$ cat src/hdl/ppc_defines.vh
`ifndef PPC_DEFINES_VH
`define PPC_DEFINES_VH
`define PPC_ADDR_W 2
`define PPC_NPIN 6
`define PPC_OFS_PULLUP 2'h0
`define PPC_OFS_SLEW 2'h1
`define PPC_OFS_DRIVE 2'h2
`define PPC_RST_PULLUP 6'h00
`define PPC_RST_SLEW 6'h00
`define PPC_RST_DRIVE 6'h00
`define PPC_RST_DIR 6'h00
`define PPC_BIT_OUT_ONLY 4
`define PPC_BIT_IN_ONLY 5
`define PPC_MASK_OUT_ONLY 6'h10
`define PPC_MASK_IN_ONLY 6'h20
`endif

$ cat src/hdl/ppc_pin_pad_control.v
// Overview of operation
// [RL1] pull-up enable bit one turns pin pull-up on, zero turns it off
// [RL2] pull-up forced off while pin is output, by direction or peripheral
// [RL3] pull-up forced off while an analog function owns the pin
// [RL4] pull-up bit four has no effect; that pin is output-only
// [RL5] slew bits five to zero enable output slew limiting per pin
// [RL6] slew setting ignored for pins configured as inputs
// [RL7] slew bit five has no effect; that pin is input-only
// [RL8] drive bit zero selects low drive, one selects high drive
// [RL9] drive selection applies only to output pins
// [RL10] drive bit five has no effect; that pin is input-only
// [RL11] after reset every pin is high-impedance input with pull-up off
// [RL12] direction bit zero makes input, one enables output driver
// [RL13] three 8-bit registers, bits 5:0 read/write, upper bits zero, reset zero
// [RL14] gated pull-up, slew and drive go out per pin to pad cells
//
// The placing of the registers and the plain strobed port were chosen for this implementation.
`timescale 1ns/100ps
`default_nettype none
`include "ppc_defines.vh"
module ppc_pin_pad_control (
   input wire clk, // 200 MHz bus clock
   input wire arst_n, // async reset, active low
   input wire [`PPC_ADDR_W-1:0] regAddr, // register word address
   input wire [7:0] regWrData, // write data
   input wire regWrStb, // write strobe
   input wire regRdStb, // read strobe
   input wire [`PPC_NPIN-1:0] pinDirectionBits, // port direction, 1 = output
   input wire [`PPC_NPIN-1:0] periphOutEn, // shared peripheral drives pin
   input wire [`PPC_NPIN-1:0] analogOwn, // analog function owns pin
   output reg [7:0] regRdData_r, // read data, cycle after strobe
   output reg [`PPC_NPIN-1:0] padPullupEn_r, // pull-up on per pin
   output reg [`PPC_NPIN-1:0] padSlewEn_r, // slew limiting per pin
   output reg [`PPC_NPIN-1:0] padHighDrive_r, // high drive per pin
   output reg [`PPC_NPIN-1:0] padOutEn_r // output driver enabled per pin
);

////////////////////////////////////////////////////////////////////////////////
// pin map: bits 3:0 are full two-way pins, bit 4 can only drive,
// bit 5 can only receive; pad controls trail register changes by one cycle
// all pad controls come from flops so the pads never see decode glitches
localparam [`PPC_NPIN-1:0] OUT_ONLY_MASK = `PPC_MASK_OUT_ONLY;
localparam [`PPC_NPIN-1:0] IN_ONLY_MASK = `PPC_MASK_IN_ONLY;

// stored settings
reg [`PPC_NPIN-1:0] pinPullupEnable_r;
reg [`PPC_NPIN-1:0] pinSlewRateEnable_r;
reg [`PPC_NPIN-1:0] pinDriveStrengthSelect_r;

// next values
reg [`PPC_NPIN-1:0] pinPullupEnable_nxt;
reg [`PPC_NPIN-1:0] pinSlewRateEnable_nxt;
reg [`PPC_NPIN-1:0] pinDriveStrengthSelect_nxt;
reg [7:0] regRdData_nxt;
reg [`PPC_NPIN-1:0] padPullupEn_nxt;
reg [`PPC_NPIN-1:0] padSlewEn_nxt;
reg [`PPC_NPIN-1:0] padHighDrive_nxt;
reg [`PPC_NPIN-1:0] padOutEn_nxt;

// pin roles and bus decode
reg [`PPC_NPIN-1:0] outEn;
reg [`PPC_NPIN-1:0] isOutput;
wire wrPullup;
wire wrSlew;
wire wrDrive;
wire rdPullup;
wire rdSlew;
wire rdDrive;

////////////////////////////////////////////////////////////////////////////////
// true when the bus address selects the given register
function regHit;
   input [`PPC_ADDR_W-1:0] addr;
   input [`PPC_ADDR_W-1:0] ofs;
   begin
      regHit = (addr == ofs);
   end
endfunction

// only bits 5:0 have storage; bits 7:6 of a write are dropped
function [`PPC_NPIN-1:0] padField;
   input [7:0] data;
   begin
      padField = data[`PPC_NPIN-1:0];
   end
endfunction

// bits 7:6 always read back as zero
function [7:0] readWord;
   input [`PPC_NPIN-1:0] field;
   begin
      readWord = {2'h0, field};
   end
endfunction

// analog ownership wins over any digital driver
function [`PPC_NPIN-1:0] driverOn;
   input [`PPC_NPIN-1:0] dir;
   input [`PPC_NPIN-1:0] periph;
   input [`PPC_NPIN-1:0] analog;
   integer i;
   begin
      for (i = 0; i < `PPC_NPIN; i = i + 1) begin
         driverOn[i] = (dir[i] | periph[i]) & ~analog[i];
      end
      driverOn = driverOn & ~IN_ONLY_MASK; // [RL12]
   end
endfunction

// output-only pin not owned by analog counts as output even with its direction bit clear
function [`PPC_NPIN-1:0] outputSide;
   input [`PPC_NPIN-1:0] drv;
   input [`PPC_NPIN-1:0] analog;
   integer i;
   begin
      for (i = 0; i < `PPC_NPIN; i = i + 1) begin
         outputSide[i] = drv[i] | (OUT_ONLY_MASK[i] & ~analog[i]);
      end
   end
endfunction

// pull-up only on a receiving pin that no analog function owns
function [`PPC_NPIN-1:0] pullGate;
   input [`PPC_NPIN-1:0] enable;
   input [`PPC_NPIN-1:0] isOut;
   input [`PPC_NPIN-1:0] analog;
   integer i;
   begin
      for (i = 0; i < `PPC_NPIN; i = i + 1) begin
         pullGate[i] = enable[i] & ~isOut[i] & ~analog[i]; // [RL1] [RL2] [RL3]
      end
      pullGate = pullGate & ~OUT_ONLY_MASK; // [RL4]
   end
endfunction

// shared by slew and drive: both act on output pins only
function [`PPC_NPIN-1:0] outGate;
   input [`PPC_NPIN-1:0] setting;
   input [`PPC_NPIN-1:0] isOut;
   integer i;
   begin
      for (i = 0; i < `PPC_NPIN; i = i + 1) begin
         outGate[i] = setting[i] & isOut[i]; // [RL6] [RL9]
      end
      outGate = outGate & ~IN_ONLY_MASK; // [RL7] [RL10]
   end
endfunction

////////////////////////////////////////////////////////////////////////////////
// a strobe on the unmapped address hits no register and is dropped
// write and read share one decode so the map cannot drift
assign wrPullup = regWrStb & regHit(regAddr, `PPC_OFS_PULLUP);
assign wrSlew = regWrStb & regHit(regAddr, `PPC_OFS_SLEW);
assign wrDrive = regWrStb & regHit(regAddr, `PPC_OFS_DRIVE);
assign rdPullup = regRdStb & regHit(regAddr, `PPC_OFS_PULLUP);
assign rdSlew = regRdStb & regHit(regAddr, `PPC_OFS_SLEW);
assign rdDrive = regRdStb & regHit(regAddr, `PPC_OFS_DRIVE);

////////////////////////////////////////////////////////////////////////////////
always @* begin
   if (wrPullup) begin
      pinPullupEnable_nxt = padField(regWrData); // [RL1] [RL13]
   end else begin
      pinPullupEnable_nxt = pinPullupEnable_r;
   end
end

always @* begin
   if (wrSlew) begin
      pinSlewRateEnable_nxt = padField(regWrData); // [RL5] [RL13]
   end else begin
      pinSlewRateEnable_nxt = pinSlewRateEnable_r;
   end
end

always @* begin
   if (wrDrive) begin
      pinDriveStrengthSelect_nxt = padField(regWrData); // [RL8] [RL13]
   end else begin
      pinDriveStrengthSelect_nxt = pinDriveStrengthSelect_r;
   end
end

////////////////////////////////////////////////////////////////////////////////
// settings clear to zero: every pin starts as a floating input
always @(posedge clk or negedge arst_n) begin
   if (!arst_n) begin
      pinPullupEnable_r <= `PPC_RST_PULLUP; // [RL13]
   end else begin
      pinPullupEnable_r <= pinPullupEnable_nxt;
   end
end

always @(posedge clk or negedge arst_n) begin
   if (!arst_n) begin
      pinSlewRateEnable_r <= `PPC_RST_SLEW; // [RL13]
   end else begin
      pinSlewRateEnable_r <= pinSlewRateEnable_nxt;
   end
end

always @(posedge clk or negedge arst_n) begin
   if (!arst_n) begin
      pinDriveStrengthSelect_r <= `PPC_RST_DRIVE; // [RL13]
   end else begin
      pinDriveStrengthSelect_r <= pinDriveStrengthSelect_nxt;
   end
end

////////////////////////////////////////////////////////////////////////////////
// read data is a one-cycle pulse; idle cycles return zero
always @* begin
   regRdData_nxt = 8'h00;
   case ({rdDrive, rdSlew, rdPullup})
      3'h1: begin
         regRdData_nxt = readWord(pinPullupEnable_r); // [RL13]
      end
      3'h2: begin
         regRdData_nxt = readWord(pinSlewRateEnable_r);
      end
      3'h4: begin
         regRdData_nxt = readWord(pinDriveStrengthSelect_r);
      end
      default: begin
         regRdData_nxt = 8'h00;
      end
   endcase
end

always @(posedge clk or negedge arst_n) begin
   if (!arst_n) begin
      regRdData_r <= 8'h00;
   end else begin
      regRdData_r <= regRdData_nxt;
   end
end

////////////////////////////////////////////////////////////////////////////////
always @* begin
   outEn = driverOn(pinDirectionBits, periphOutEn, analogOwn); // [RL12]
end

always @* begin
   isOutput = outputSide(outEn, analogOwn);
end

////////////////////////////////////////////////////////////////////////////////
// gating follows direction and ownership live, not at write time
always @* begin
   padOutEn_nxt = outEn; // [RL12]
end

// pull-up gated by direction, peripheral and analog ownership
always @* begin
   padPullupEn_nxt = pullGate(pinPullupEnable_r, isOutput, analogOwn); // [RL2]
end

// slew limiting only on output-side pins: a driving pin, or bit 4 unless analog owns it
always @* begin
   padSlewEn_nxt = outGate(pinSlewRateEnable_r, isOutput); // [RL5] [RL6]
end

// drive strength only on output-side pins: a driving pin, or bit 4 unless analog owns it
always @* begin
   padHighDrive_nxt = outGate(pinDriveStrengthSelect_r, isOutput); // [RL8] [RL9]
end

////////////////////////////////////////////////////////////////////////////////
// pad controls are registered: one cycle of lag after a config change
always @(posedge clk or negedge arst_n) begin
   if (!arst_n) begin
      padOutEn_r <= `PPC_RST_DIR; // [RL11]
   end else begin
      padOutEn_r <= padOutEn_nxt; // [RL14]
   end
end

always @(posedge clk or negedge arst_n) begin
   if (!arst_n) begin
      padPullupEn_r <= `PPC_RST_PULLUP; // [RL11]
   end else begin
      padPullupEn_r <= padPullupEn_nxt; // [RL14]
   end
end

always @(posedge clk or negedge arst_n) begin
   if (!arst_n) begin
      padSlewEn_r <= `PPC_RST_SLEW; // [RL11]
   end else begin
      padSlewEn_r <= padSlewEn_nxt; // [RL14]
   end
end

always @(posedge clk or negedge arst_n) begin
   if (!arst_n) begin
      padHighDrive_r <= `PPC_RST_DRIVE; // [RL11]
   end else begin
      padHighDrive_r <= padHighDrive_nxt; // [RL14]
   end
end

endmodule
`default_nettype wire

$ cat config.mk
export PLATFORM = sky130hd
export DESIGN_NAME = ppc_pin_pad_control
export DESIGN_NICKNAME = d
export VERILOG_FILES = /design/src/hdl/ppc_pin_pad_control.v
export VERILOG_INCLUDE_DIRS = /design/src /design/src/hdl
export SDC_FILE = /design/constraint.sdc
export NUM_CORES = 1
export LEC_CHECK = 0
export ABC_AREA = 1
export CAP_MARGIN = 30
export CORE_MARGIN = 3
export CORE_UTILIZATION = 41
export CTS_BUF_LIST = sky130_fd_sc_hd__clkbuf_4 sky130_fd_sc_hd__clkbuf_8 sky130_fd_sc_hd__clkbuf_16
export CTS_CLUSTER_SIZE = 14
export DETAILED_ROUTE_END_ITERATION = 12
export DONT_BUFFER_PORTS = 1
export HOLD_SLACK_MARGIN = 0.15
export PLACE_DENSITY = 0.59
export SETUP_SLACK_MARGIN = 0.15
export SLEW_MARGIN = 15
export SYNTH_ARGS = -nofsm -noshare
export SYNTH_HDL_FRONTEND = slang
export SYNTH_SLANG_ARGS = --single-unit
$ cat constraint.sdc
create_clock -name clk -period 0.83 [get_ports clk]
set_input_delay 0.166 -clock clk [delete_from_list [all_inputs] [get_ports clk]]
set_output_delay 0.166 -clock clk [all_outputs]
set_load 0.005 [all_outputs]
# [Word-level counts from Yosys, hierarchy flattened]
# Index checks and enable logic that the tools add are counted.
[totals] ff_bits=46 latchBits=0 ram_bits=0 rom_bits=0 output_inout_bits=32 mem_count=0
[op_classes] add_sub_neg=0 n_mul=0 n_div=0 order_cmp=0 n_eq_ne=5 n_shift=0 muxes=1 bitwise_logic=46 n_reduce_logical=1
[op_table] cell="1-bit AND" n=30
[op_table] cell="6-bit one-hot mux with 3 select lines" n=1
[op_table] cell="1-bit inverter" n=10
[op_table] cell="1-bit OR" n=6
[op_table] cell="3-bit by 1-bit == test with 1-bit output (second input constant)" n=1
[op_table] cell="3-bit by 2-bit == test with 1-bit output (second input constant)" n=1
[op_table] cell="3-bit == test (second input constant)" n=1
[op_table] cell="2-bit by 1-bit == test with 1-bit output (second input constant)" n=1
[op_table] cell="2-bit == test (second input constant)" n=1
[op_table] cell="2-bit zero test" n=1

# [Longest topological paths before layout]
[depth] ltp_word=5 depth_mapped=6

# [Worst setup path after synthesis]
# No wires, ideal clock.
[synth_path] path_type="in2reg" start="input port regAddr[1]" end="register pinPullupEnable_r[1]" setup_ps=119 arrival_ps=739 required_time_ps=711 slack_ps=-28 cell_stages=6 n_path_buf=2 path_cell_list="buf_6 nor2_8 nand2_4 buf_6 nand2_1 o21ai_2"
[synth_between] elab_chain_len=2
[synth_rtl] element="start: declaration" line_no="ppc_pin_pad_control.v:24" rtl="input wire [`PPC_ADDR_W-1:0] regAddr,"
[synth_rtl] element="2-bit zero test" line_no="ppc_pin_pad_control.v:76" rtl="regHit = (addr == ofs);"
[synth_rtl] element="1-bit AND" line_no="ppc_pin_pad_control.v:152" rtl="assign wrPullup = regWrStb & regHit(regAddr, `PPC_OFS_PULLUP);"
[synth_rtl] element="end signal: assignment" line_no="ppc_pin_pad_control.v:188" rtl="pinPullupEnable_r <= `PPC_RST_PULLUP;"
[synth_rtl] element="end signal: assignment" line_no="ppc_pin_pad_control.v:190" rtl="pinPullupEnable_r <= pinPullupEnable_nxt;"
[synth_rtl] element="end: declaration" line_no="ppc_pin_pad_control.v:46" rtl="reg [`PPC_NPIN-1:0] pinPullupEnable_r;"
# Every way passes these cells.
# A chain may end at the register's enable or synchronous reset.

# [Worst setup path after layout]
[layout_path] start="register padHighDrive_r[4]" end="output port padHighDrive_r[4]"
[layout_rtl] element="start: declaration" line_no="ppc_pin_pad_control.v:34" rtl="output reg [`PPC_NPIN-1:0] padHighDrive_r,"
[layout_rtl] element="start signal: assignment" line_no="ppc_pin_pad_control.v:296" rtl="padHighDrive_r <= `PPC_RST_DRIVE;"
[layout_rtl] element="start signal: assignment" line_no="ppc_pin_pad_control.v:298" rtl="padHighDrive_r <= padHighDrive_nxt;"
# No word-level cell between the ends.

==> key figures <==
Critical path
  • R2R Setup Slk: 0.12 ns
  • Startpoint Class: flip-flop
  • CP Class: flip-flop to output pin
  • Reg2Reg Depth: 2
  • Critical Path RT: around 0.66 ns
  • Worst Path Arrival: 0.68 ns
  • FF-to-FF Start: pinSlewRateEnable_r[0]$_DFFE_PN0P_
  • Worst r2r dst: regRdData_r[0]$_DFF_PN0_
  • CP endpoint kind: output pin
  • CP Max Fanout: 1

Die
  • Full die area: 0.00533 mm²
  • Std-Cell Rows: 23
  • Core box area: around 0.0042 mm²
  • Initial core utilization: 44.1%
  • DIE HEIGHT: 73.0 µm
  • Die Span X: approximately 73 µm
  • IO Pins: 64

Global routing
  • Largest net degree at the start of global routing: 45
  • Initial antenna violation count: 0
  • Global-route wire length before repair: 5310 µm
  • Gr usage total: 13.1%
  • Vias in the first global route: 1204
  • Grt ovf: 0

Detailed routing
  • Detail-routed net length per standard cell: approximately 14 µm
  • DR pass1 iterations: 4
  • Via count of the routed design: between 1000 and 1500
  • Remaining DRCs: 0
  • Final wirelength: 3240 µm
  • Detail Route Antenna Nets: 0
  • DRT iter0 DRCs: 81
  • DR vias/cell: around 5

Yosys
  • Top cells by count, synth: dfrtp_1 (44), inv_1 (33), nand2_1 (30)
  • Post-synth EDFFs: 0
  • Post-synth ARST share: 100%
  • Flops & latches, synth: 44
  • Count leader, synth: dfrtp_1
  • Post-synth top flop: dfrtp_1
  • Synth Warn #: 0
  • Average cell area after synthesis: roughly 9.9 µm²
  • Synth top area share: 59.9%
  • Synth top area cells: dfrtp_1 (60%), inv_1 (6.7%), nand2_1 (6.1%)
  • Netlist cell types: 16
  • Synth Cell Area: 0.00184 mm²
  • Sequential-to-total area share from yosys stat: 59.9%
  • Syn Inst Count: 186
  • Cell taking the most area after synthesis: dfrtp_1

Pwr
  • Total power: about 4.3 mW
  • Static Leak: 1.04 nW
  • Maximum VDD drop: approximately 0.76 mV
  • PD cells: 2210 mW/mm²

Clock tree
  • Clock Pin Slew Worst Setup and Hold Paths: 0.08 ns
  • H-tree Lvls: 2
  • CTS max path bufs: 2
  • Worst skew pair latency: 0.29 ns
  • CTS tree: yes
  • Hold Buf Count CTS: 2
  • CTS sink cnt: 44
  • Root Driver: clkbuf_8
  • Cts bufs inserted: 5

STA
  • Setup_tns: -0.108 ns
  • Worst hold margin: -0.434 ns
  • Maximum clock rate: approximately 1.2 GHz
  • Final WS setup: -0.0130 ns
  • RSZ-0062 raised after global routing: true
  • Fin. Hold Viols: 44
  • Min Tclk post-route: 0.843 ns
  • Max Slew Vio Count: 0
  • Final Setup Violations: 13
  • Clock skew: 0.00397 ns
  • Final worst-path cycle share: 102%

Cells and area
  • Fillers: 401
  • Register area: around 0.0011 mm²
  • Ant. Diodes: 0
  • Layout cells sized above 1: 15.3%
  • Nets@finish: 220
  • Area grow syn2layout: 6.26%
  • Area of the multi-input gates: 529 µm²

Worst hold path
  • Worst Hold Class: primary input to asynchronous set/reset pin

Outcome
  • Failing checks: hold timing, setup timing
  • Status: finished, violations left

Placement
  • Hpwl dp: around 2400 µm
  • Port Buf Inserts: 0
  • Pre-CTS worst setup slack: approximately 0.024 ns
  • GPL Wtd Cong: 0.752

Run
  • MaxCap Viol Count: 0
## power breakdown
part / switching, mW / internal, mW / total (mW) / leakage (nW)
clock network: 0.645 / 0.744 / 1.39 / 0.0523
logic: 0.223 / 0.168 / 0.391 / 0.415
registers: 0.162 / 2.38 / 2.54 / 0.570
## flip-flops by register name (all words and copies together) (netlist names)
name,flops
padSlewEn_r,5
padOutEn_r,5
pinSlewRateEnable_r,6
padHighDrive_r,5
padPullupEn_r,5
pinDriveStrengthSelect_r,6
regRdData_r,6
pinPullupEnable_r,6
## worst max-delay path by stage
| stage | start | end | slack (ns) | cells past startpoint |
|---|---|---|---|---|
| 3_5_place_dp | regAddr[1] | pinSlewRateEnable_r[5]$_DFFE_PN0P_ | 0.02 | 4 |
| 6_report | padHighDrive_r[4]$_DFF_PN0_ | padHighDrive_r[4] | -0.01 | 0 |
| 3_3_place_gp | regAddr[1] | pinSlewRateEnable_r[5]$_DFFE_PN0P_ | 0.02 | 4 |
| 4_1_cts | regRdData_r[5]$_DFF_PN0_ | regRdData_r[5] | -0.02 | 0 |
| 2_1_floorplan | regAddr[0] | pinPullupEnable_r[1]$_DFFE_PN0P_ | -0.02 | 6 |
| 5_1_grt | padHighDrive_r[4]$_DFF_PN0_ | padHighDrive_r[4] | -0.04 | 0 |
## routing by layer
layer,vias up,wire (µm),global-route usage (%)
met1,568,1280,14.4
li1,577,-,-
met2,41,1650,22.6
met4,0,44,5.12
met3,4,265,5.37
met5,-,0,0
## through the flow
stage / util, % / std cells / cell area [µm²]
final: 46.8 / 239 / 1950
after global placement: 44.0 / 229 / 1830
after detailed placement: 44.0 / 229 / 1830
after global routing: 46.8 / 239 / 1950
after CTS: 46.8 / 239 / 1950
after floorplan: - / 191 / 1900
## cells by family after synthesis
group	Yosys count	synth area share (%)
buffers and inverters	48	13.5
and+or+nand+nor	75	19.7
DFF	44	59.9
AOI/OAI and AO/OA	18	6.73
other	1	0.204
## area by class of cell
class | instances | area share, %
flip-flops and latches | 44 | 56.3
clock buffers | 8 | 4.99
inverters | 35 | 6.98
repair buffers | 3 | 1.41
multi-input cells | 99 | 27.1
well taps | 50 | 3.20
## placed cells by master, fill, tap and decap left out
cell	netlist	routed
dlygate4sd3_1	0	2
nor2_8	1	1
nand4_1	12	12
o21ai_2	9	9
buf_4	6	1
clkbuf_4	0	2
nand3_4	0	1
conb_1	1	6
nand2_2	0	4
o21ai_1	9	9
nor2_1	17	16
nor2_2	0	1
inv_1	33	33
clkbuf_8	0	6
dfrtp_1	44	44
nand3_2	2	1
inv_4	2	2
nand3_1	12	12
nand2_1	30	26
nand2_4	1	1
## what timing repair did
action | CTS | global route
gates resized for setup | 0 | 1
setup buffers | 0 | 0
endpoints found under the setup margin | 31 | 42
endpoints found under the hold margin | 88 | 85
cloned | 0 | 0
pin swaps | 13 | 16
Power figures use the tool's default switching activity.
